## src/pkg/hsb_pkg.sv

```systemverilog
// package for the halt state bus control block
package hsb_pkg;
    localparam logic [2:0] HSB_STATUS_HALT = 3'h3;
    localparam logic [2:0] HSB_STATUS_IDLE = 3'h7;
    localparam logic [2:0] HSB_STATUS_READ_MEM = 3'h5;
    localparam logic [2:0] HSB_STATUS_READ_IO = 3'h1;
    localparam logic [2:0] HSB_STATUS_FETCH = 3'h4;
    localparam logic [2:0] HSB_STATUS_INTA = 3'h0;
    localparam logic [3:0] HSB_NIBBLE_DMA = 4'h8;
    localparam logic [3:0] HSB_NIBBLE_ZERO = 4'h0;
    localparam logic [1:0] HSB_VECTOR_READS = 2'h2;
    localparam logic HSB_TXDIR_RESET = 1'b1;

    typedef enum logic [1:0] {
        HSB_AD_FLOAT,
        HSB_AD_WRITE_DATA,
        HSB_AD_PREFETCH
    } hsb_ad_mode_t;

    // one bus cycle request from the execution side
    typedef struct packed {
        logic valid;
        logic [2:0] status;
        logic [19:0] addr;
        logic [15:0] data;
        logic dma_or_refresh;
    } hsb_cycle_t;

    // bus pin group driven by the block
    typedef struct packed {
        logic ale;
        logic [2:0] bus_cycle_status;
        logic [15:0] ad_out;
        logic ad_oe;
        logic [7:0] upper_address_byte;
        logic [3:0] upper_address_nibble;
        logic upper_byte_enable;
        logic transceiver_data_enable_n;
        logic transceiver_direction;
        logic chip_select_block;
    } hsb_pins_t;
endpackage : hsb_pkg

```

## src/rtl/hsb_halt_bus.sv

```systemverilog
// halt bus state, transceiver control and wait instruction suspension
// Behaviour
// - halt exits temporarily for dma, refresh, hold
// - returns to halt after that operation ends
// - halt status 011, no repeat on return
// - ad lines float, write data or prefetch
// - 8-bit upper byte shows prior or prefetch
// - upper nibble zero, or 8h after dma or refresh
// - nmi or unmasked interrupt ends halt
// - first cycles after halt fetch vector
// - data enable and direction outputs provided
// - direction low only for read-type cycles
// - wait suspends until interrupt or release low
// - stays suspended while release input high
// - release low resumes in place, no jump
// - halt instruction runs one halt cycle
// - chip-selects kept inactive in halt cycle
`timescale 1ns/100ps
module hsb_halt_bus
    import hsb_pkg::*;
(
    input wire logic sys_clk,
    input wire logic rstn,
    input wire logic halt_exec,
    input wire logic wait_exec,
    input wire logic bus_8bit,
    input wire hsb_ad_mode_t halt_ad_mode,
    input wire logic [15:0] last_write_data,
    input wire logic [19:0] prefetch_addr,
    input wire logic [19:0] prev_addr,
    input wire logic upper_addr_from_prefetch,
    input wire logic dma_req,
    input wire logic refresh_req,
    input wire logic hold_req,
    input wire logic temp_op_done,
    input wire logic nmi,
    input wire logic maskable_interrupt_inputs,
    input wire logic interrupt_mask,
    input wire logic wait_release_n,
    input wire hsb_cycle_t cycle_in,
    output hsb_pins_t pins,
    output logic halted,
    output logic temp_exit,
    output logic exec_suspended,
    output logic vector_fetch,
    output logic resume_next,
    output logic vector_jump
);
    typedef enum logic [2:0] {
        HSB_RUN,
        HSB_HALT_CYCLE,
        HSB_HALTED,
        HSB_TEMP_EXIT,
        HSB_VECTOR,
        HSB_WAITING
    } hsb_state_t;

    hsb_state_t state_reg, state_next;
    hsb_pins_t pins_reg, pins_next;
    logic [1:0] vec_cnt_reg, vec_cnt_next;
    logic sync1_reg, sync2_reg;
    logic prev_dma_reg, prev_dma_next;
    logic resume_reg, resume_next_v;
    logic jump_reg, jump_next;
    logic irq;
    logic temp_req;

    assign irq = nmi | (maskable_interrupt_inputs & ~interrupt_mask);
    assign temp_req = dma_req | refresh_req | hold_req;

    // two-flop synchroniser on the release pin
    always_ff @(posedge sys_clk) begin
        if (!rstn) begin
            sync1_reg <= 1'b1;
            sync2_reg <= 1'b1;
        end else begin
            sync1_reg <= wait_release_n;
            sync2_reg <= sync1_reg;
        end
    end

    always_comb begin
        state_next = state_reg;
        pins_next = pins_reg;
        vec_cnt_next = vec_cnt_reg;
        prev_dma_next = prev_dma_reg;
        resume_next_v = 1'b0;
        jump_next = 1'b0;
        pins_next.ale = 1'b0;
        case (state_reg)
            HSB_RUN: begin
                if (halt_exec) begin
                    state_next = HSB_HALT_CYCLE;
                end else if (wait_exec) begin
                    state_next = HSB_WAITING;
                end else if (cycle_in.valid) begin
                    pins_next.ale = 1'b1;
                    pins_next.bus_cycle_status = cycle_in.status;
                    pins_next.ad_out = cycle_in.data;
                    pins_next.ad_oe = 1'b1;
                    pins_next.upper_address_byte = cycle_in.addr[15:8];
                    pins_next.upper_address_nibble = cycle_in.addr[19:16];
                    pins_next.transceiver_data_enable_n = 1'b0;
                    // direction low only for read-type cycles
                    pins_next.transceiver_direction = !(cycle_in.status == HSB_STATUS_READ_MEM
                        || cycle_in.status == HSB_STATUS_READ_IO || cycle_in.status == HSB_STATUS_FETCH
                        || cycle_in.status == HSB_STATUS_INTA);
                    pins_next.chip_select_block = 1'b0;
                    prev_dma_next = cycle_in.dma_or_refresh;
                end else begin
                    pins_next.bus_cycle_status = HSB_STATUS_IDLE;
                    pins_next.transceiver_data_enable_n = 1'b1;
                    pins_next.transceiver_direction = HSB_TXDIR_RESET;
                end
            end
            HSB_HALT_CYCLE: begin
                pins_next.ale = 1'b1;
                pins_next.bus_cycle_status = HSB_STATUS_HALT;
                pins_next.chip_select_block = 1'b1;
                pins_next.transceiver_data_enable_n = 1'b1;
                pins_next.transceiver_direction = 1'b1;
                case (halt_ad_mode)
                    HSB_AD_WRITE_DATA: begin
                        pins_next.ad_out = last_write_data;
                        pins_next.ad_oe = 1'b1;
                    end
                    HSB_AD_PREFETCH: begin
                        pins_next.ad_out = prefetch_addr[15:0];
                        pins_next.ad_oe = 1'b1;
                    end
                    default: begin
                        pins_next.ad_oe = 1'b0;
                    end
                endcase
                if (bus_8bit) begin
                    pins_next.upper_address_byte = upper_addr_from_prefetch ?
                        prefetch_addr[15:8] : prev_addr[15:8];
                end
                pins_next.upper_address_nibble = prev_dma_reg ? HSB_NIBBLE_DMA : HSB_NIBBLE_ZERO;
                state_next = HSB_HALTED;
            end
            HSB_HALTED: begin
                if (irq) begin
                    state_next = HSB_VECTOR;
                    vec_cnt_next = HSB_VECTOR_READS;
                    pins_next.chip_select_block = 1'b0;
                end else if (temp_req) begin
                    state_next = HSB_TEMP_EXIT;
                end
            end
            HSB_TEMP_EXIT: begin
                if (temp_op_done) begin
                    // return silently: no ale, status stays as left
                    state_next = HSB_HALTED;
                    prev_dma_next = dma_req | refresh_req;
                    // address nibble is not status, so it follows the cycle just run
                    pins_next.upper_address_nibble = (dma_req | refresh_req) ? HSB_NIBBLE_DMA : HSB_NIBBLE_ZERO;
                end
            end
            HSB_VECTOR: begin
                pins_next.ale = 1'b1;
                pins_next.bus_cycle_status = HSB_STATUS_READ_MEM;
                pins_next.ad_oe = 1'b0;
                pins_next.transceiver_data_enable_n = 1'b0;
                pins_next.transceiver_direction = 1'b0;
                prev_dma_next = 1'b0;
                vec_cnt_next = vec_cnt_reg - 2'h1;
                if (vec_cnt_reg == 2'h1) begin
                    state_next = HSB_RUN;
                    jump_next = 1'b1;
                end
            end
            HSB_WAITING: begin
                if (irq) begin
                    state_next = HSB_VECTOR;
                    vec_cnt_next = HSB_VECTOR_READS;
                end else if (!sync2_reg) begin
                    state_next = HSB_RUN;
                    resume_next_v = 1'b1;
                end
            end
            default: begin
                state_next = HSB_RUN;
            end
        endcase
    end

    always_ff @(posedge sys_clk) begin
        if (!rstn) begin
            state_reg <= HSB_RUN;
            pins_reg <= '{ale: 1'b0, bus_cycle_status: HSB_STATUS_IDLE, ad_out: 16'h0000, ad_oe: 1'b0,
                upper_address_byte: 8'h00, upper_address_nibble: HSB_NIBBLE_ZERO, upper_byte_enable: 1'b1,
                transceiver_data_enable_n: 1'b1, transceiver_direction: HSB_TXDIR_RESET,
                chip_select_block: 1'b0};
            vec_cnt_reg <= 2'h0;
            prev_dma_reg <= 1'b0;
            resume_reg <= 1'b0;
            jump_reg <= 1'b0;
            halted <= 1'b0;
            temp_exit <= 1'b0;
            exec_suspended <= 1'b0;
            vector_fetch <= 1'b0;
        end else begin
            state_reg <= state_next;
            pins_reg <= pins_next;
            vec_cnt_reg <= vec_cnt_next;
            prev_dma_reg <= prev_dma_next;
            resume_reg <= resume_next_v;
            jump_reg <= jump_next;
            halted <= (state_next == HSB_HALTED) || (state_next == HSB_TEMP_EXIT);
            temp_exit <= state_next == HSB_TEMP_EXIT;
            exec_suspended <= (state_next != HSB_RUN);
            vector_fetch <= state_next == HSB_VECTOR;
        end
    end

    assign pins = pins_reg;
    assign resume_next = resume_reg;
    assign vector_jump = jump_reg;
endmodule : hsb_halt_bus

```

## config.mk

```make
export PLATFORM = sky130hd
export DESIGN_NAME = hsb_halt_bus
export DESIGN_NICKNAME = d
export VERILOG_FILES = /design/src/pkg/hsb_pkg.sv /design/src/rtl/hsb_halt_bus.sv
export SDC_FILE = /design/constraint.sdc
export NUM_CORES = 1
export LEC_CHECK = 0
export BUFFER_PORTS_ARGS = -buffer_cell sky130_fd_sc_hd__buf_2
export CORE_ASPECT_RATIO = 1.5
export CORE_UTILIZATION = 45
export DETAILED_ROUTE_END_ITERATION = 8
export PLACE_DENSITY = 0.88
export SLEW_MARGIN = 10
export SYNTH_ARGS = -nofsm -noshare
export SYNTH_HDL_FRONTEND = slang
export SYNTH_SLANG_ARGS = --single-unit
```

## constraint.sdc

```tcl
create_clock -name sys_clk -period 2.29 [get_ports sys_clk]
set_input_delay 0.458 -clock sys_clk [delete_from_list [all_inputs] [get_ports sys_clk]]
set_output_delay 0.458 -clock sys_clk [all_outputs]
set_load 0.05 [all_outputs]
```

### Word level (Yosys, flattened, before mapping)

Index checks and enable logic that the tools add are counted.

* add/sub/neg operators: 1
* eq/ne operators: 22
* multiplexer cells: 42
* bitwise operators: 7
* reduce and logical (&&, ||, !) cells: 26

Operators with widths (count)
* $mux 33: 2
* $pmux 16 s2: 2
* $mux 3: 11
* $mux 29: 1
* $reduce_and 5->1: 5
* $pmux 4 s3: 2
* $pmux 3 s6: 1
* $mux 8: 2
* $pmux 8 s2: 1
* $eq 3x3->1 const B: 5
* $reduce_bool 3->1: 5
* $eq 3x2->1 const B: 4
* $mux 4: 3
* $ne 2x2->1 const B: 6
* $mux 1: 10
* $pmux 1 s3: 3
* $eq 3x1->1 const B: 2
* $logic_not 3->1: 2
* $pmux 2 s3: 1
* $eq 2x1->1 const B: 2
* $logic_or 1x1->1: 4
* $mux 2: 2
* $pmux 2 s2: 1
* $reduce_and 2->1: 2
* 13 further kinds: 19

* bits in registers: 50
* input bits: 113
* output and inout bits: 43
* word-level logic and storage cells: 118

### Depth between registers and ports, before layout

* word-level depth: 9
* gate-level depth with buffers: 8
* gate-level depth less buffers: 6

### Worst setup path before layout

No wires, ideal clock.

* path type: input-to-reg
* start point: in halt_ad_mode[0]
* end point: reg pins_reg, in the netlist pins[24]
* setup time: 0.142 ns
* arrival time: 1.655 ns
* required time: 2.148 ns
* setup slack: 0.492 ns
* stages on the path: 7
* buffers on the path: 2
* path through: inv_1 -> ha_1 -> buf_2 -> clkbuf_1 -> mux2_2 -> nand2_1 -> a311oi_2

* longest elaborated chain between the ends: 3
* elaborated cells between the ends (all ways): 6
* classes of those cells: eq/ne: 3; mux: 2; reduce/logical: 1

RTL lines
* start: declaration: line hsb_halt_bus.sv:27 `input wire hsb_ad_mode_t halt_ad_mode,`
* $eq 2x2->1 / $eq 2x1->1 (equally long branches): line hsb_halt_bus.sv:122 `case (halt_ad_mode)`
* $pmux 16 s2 / $ne 3x1->1 (equally long branches)
* $pmux 16 s2 / $reduce_and 5->1 (equally long branches)
* end signal: assignment: line hsb_halt_bus.sv:191 `pins_reg <= '{ale: 1'b0, bus_cycle_status: HSB_STATUS_IDLE, ad_out: 16'h0000, ad_oe: 1'b0,`
* end signal: assignment: line hsb_halt_bus.sv:205 `pins_reg <= pins_next;`
* end: declaration: line hsb_halt_bus.sv:59 `hsb_pins_t pins_reg, pins_next;`

Several ways; a longest one is shown, not always the timed one.
A chain may end at the register's enable or synchronous reset.

### Final worst setup path

* start point: reg state_reg[2]
* end point: reg pins_reg, in the netlist pins[10]

* longest elaborated chain between the ends: 3
* elaborated cells between the ends (all ways): 9
* classes of those cells: eq/ne: 5; mux: 1; reduce/logical: 3

RTL lines
* start: declaration: line hsb_halt_bus.sv:58 `hsb_state_t state_reg, state_next;`
* start signal: assignment: line hsb_halt_bus.sv:204 `state_reg <= state_next;`
* $eq 3x1->1 / $logic_not 3->1 (equally long branches): line hsb_halt_bus.sv:90 `case (state_reg)`
* $ne 2x2->1 (no source line) / $reduce_bool 2->1 (equally long branches)
* $reduce_and 5->1 (no source line)

Several ways; a longest one is shown, not always the timed one.

==> summary.md <==
| Metric | Value |
|---|---|
| Largest net degree at the start of global routing | `49` |
| Slew @ Worst Pin | `0.7060 ns` |
| Clk Latency, worst-skew pair | `0.30 ns` |
| Core ar. | `6131 um^2` |
| Final setup viols | `0` |
| Reg2Reg Depth | `5` |
| Routability cong. | `~0.87` |
| WP buf/inv | `1` |
| Clock sink count | `50` |
| Leading cell type in the layout, fill and taps excluded | `buf_2` |
| Hold buffer count at cts | `0` |
| Die extent in x | `66.85 um` |
| CP Max Fanout | `48` |
| Area grow syn2layout | `29.00%` |
| Vias per cell | `about 5.6` |
| Met3 Track Usage GR | `under 10%` |
| CP Cell Sequence | `or2_1 -> nor2_2 -> buf_12 -> nand3b_1 -> a311oi_1` |
| Antenna violations before repair | `0` |
| Most Crowded Layer GR | `met2` |
| WL final | `between 7000 and 8000 um` |
| Worst-path clk slew | `approximately 0.1 ns` |
| CTS resizes | `0` |
| Post-Syn Area | `2839 um^2` |
| Core Rows | `35` |
| Via Count | `~2,900` |
| Vias in the first global route | `2,696` |
| Die area | `roughly 6600 um^2` |
| Synthesized Nets | `about 430` |
| I/O Pins | `156` |
| Initial Utilization | `a little under half` |
| Critical path type | `reg -> reg` |
| Fraction of registers with async set/reset | `0%` |
| TritonCTS clock tree | `yes` |
| Met2 usage | `a little over two fifths` |
| Hold Path End | `sync1_reg` |
| Status | `finished, final reports clean` |
| Setup tns final | `0 ns` |
| Count of input and output buffers | `between 100 and 150` |
| Max reg flops | `36` |
| GRT overflow | `0` |
| H-tree depth | `2` |
| Met1 usage | `a little over a quarter` |
| Hold Path Origin | `wait_release_n` |
| WP data arrival | `about 2.1 ns` |
| Min Clock Period, post-route | `1.882 ns` |
| Worst-case clock buffer depth | `2` |
| Final Hold Slack | `between 0.3 and 0.4 ns` |
| HP Class | `in -> reg` |
| Max-slew violations | `0` |
| Max-Slew Margin vs Limit | `52.88%` |
| Reg2Reg Setup Slack | `approximately 0.41 ns` |
| Layout Nets | `553` |
| Worst setup EP type | `register` |
| RSZ-0062 raised after global routing | `false` |
| Setup Skew | `around 0.012 ns` |
| CP Data Required Time | `between 2 and 2.5 ns` |
| Post-route ant nets | `0` |
| Synth Flop Type | `dfxtp_1` |
| Cells after Synth | `about 320` |
| EDFF count, synth | `0` |
| CTS buffer count | `5` |
| Fillers | `~550` |
| R2r endpoint | `pins[10]` |
| Global-route wire length before repair | `12,140 um` |
| Drt first-iter violations | `approximately 220` |
| Critical-path top delay cell | `dfxtp_1` |
| Area taken by multi-input logic gates | `about 1700 um^2` |
| Power per Cell Area | `approximately 800 nW/um^2` |
| Die H | `99.28 um` |
| Count of distinct cell types in the synthesized netlist | `50` |
| Leak | `1.528 nW` |
| Syn. warnings | `0` |
| Fin area | `between 3000 and 4000 um^2` |
| Synthesized area per cell | `around 8.9 um^2` |
| Area of placed instances | `between 3000 and 4000 um^2` |
| Clk root buf | `clkbuf_8` |
| #FFs+latches synth | `50` |
| Final hold vios | `0` |
| Post-detail-place hpwl | `around 5800 um` |
| Most frequent cells in the layout | `buf_2 (130), dfxtp_1 (50), nand2_1 (33), nor2_1 (30), nand3b_1 (26)` |
| Total setup buffers inserted after CTS | `0` |
| Max frequency | `between 500 and 600 MHz` |
| Max_cap viols | `0` |
| Max IR drop VDD | `between 0.3 and 0.4 mV` |
| DR WL/cell | `between 10 and 15 um` |
| Layout cell share with drive strength beyond 1 | `44.29%` |
| Reg2reg start | `state_reg[2]` |
| Worst path top cell family by delay | `simple AND/OR/NAND/NOR gates` |
| Startpoint types | `register` |
| Sequential cell area | `1001 um^2` |
| Post-synthesis sequential area ratio | `about a third` |
| Hold depth | `2` |
| Total track usage | `between 20% and 30%` |
| Drc violations | `0` |
| Detailed Routing Iterations Pass 1 | `4` |
| CP peak stage delay | `0.61 ns` |
| Tcrit/Tclk final | `slightly above 80%` |
| Diode count | `0` |
[through the flow]
stage	total power [W]	utilization [%]	setup WS, ns	cells
after floorplan	0.002016	-	0.4921	318
after global placement	0.002296	57.94	0.3140	504
after detailed placement	0.002329	57.94	0.2528	504
after CTS	0.002956	59.73	0.4356	512
after global routing	0.003091	59.73	0.3126	512
final	0.002936	59.73	0.4079	512
[routing by layer]
metal	share of wire, %	routed length [um]
met5	0	0
met4	2.0	156
met3	5.9	448
met2	53	4077
met1	39	2969
[how the worst max path moves through the flow]
stage,start,endpoint,slack [ns],cells after the start
after global routing,state_reg[2],pins[10],0.31,5
after detailed placement,halt_exec,pins[10],0.25,5
after CTS,state_reg[2],pins[10],0.44,5
after global placement,halt_exec,pins[15],0.31,5
after floorplan,halt_ad_mode[0],pins[24],0.49,7
final,state_reg[2],pins[10],0.41,5
[power breakdown]
part	internal [W]	switching [W]
combinational	0.000422	0.000825
sequential	0.000992	0.0000722
clock	0.000327	0.000299
total	0.00174	0.00120
[layout make-up]
class | instances | share of cell area, %
Clock inverter | 2 | 1.025
Sequential cell | 50 | 27.33
Tap cell | 74 | 2.528
Multi-Input combinational cell | 234 | 45.78
Clock buffer | 6 | 1.982
Inverter | 7 | 0.7175
Timing Repair Buffer | 139 | 20.64
[kinds of logic after synthesis]
logic type	Yosys count	synth area share, %
and+or+nand+nor	128	23.93
AOI/OAI and AO/OA	76	23.27
DFF	50	35.26
buffers and inverters	34	5.862
muxes	26	10.22
adders and majority gates	3	1.322
other	1	0.1321
[synthesized netlist by cell type, types with 7 or more instances]
cell | instances | area (um^2)
inv_1 | 7 | 26.28
dfxtp_1 | 50 | 1001
a21oi_1 | 20 | 100.1
a311oi_2 | 16 | 240.2
a311oi_1 | 9 | 78.83
nand3b_1 | 26 | 195.2
nor2_1 | 32 | 120.1
mux2_2 | 24 | 270.3
o21ai_0 | 9 | 45.04
clkbuf_1 | 13 | 48.80
nand2_1 | 33 | 123.9
buf_2 | 7 | 35.03
Power figures use the tool's default switching activity.
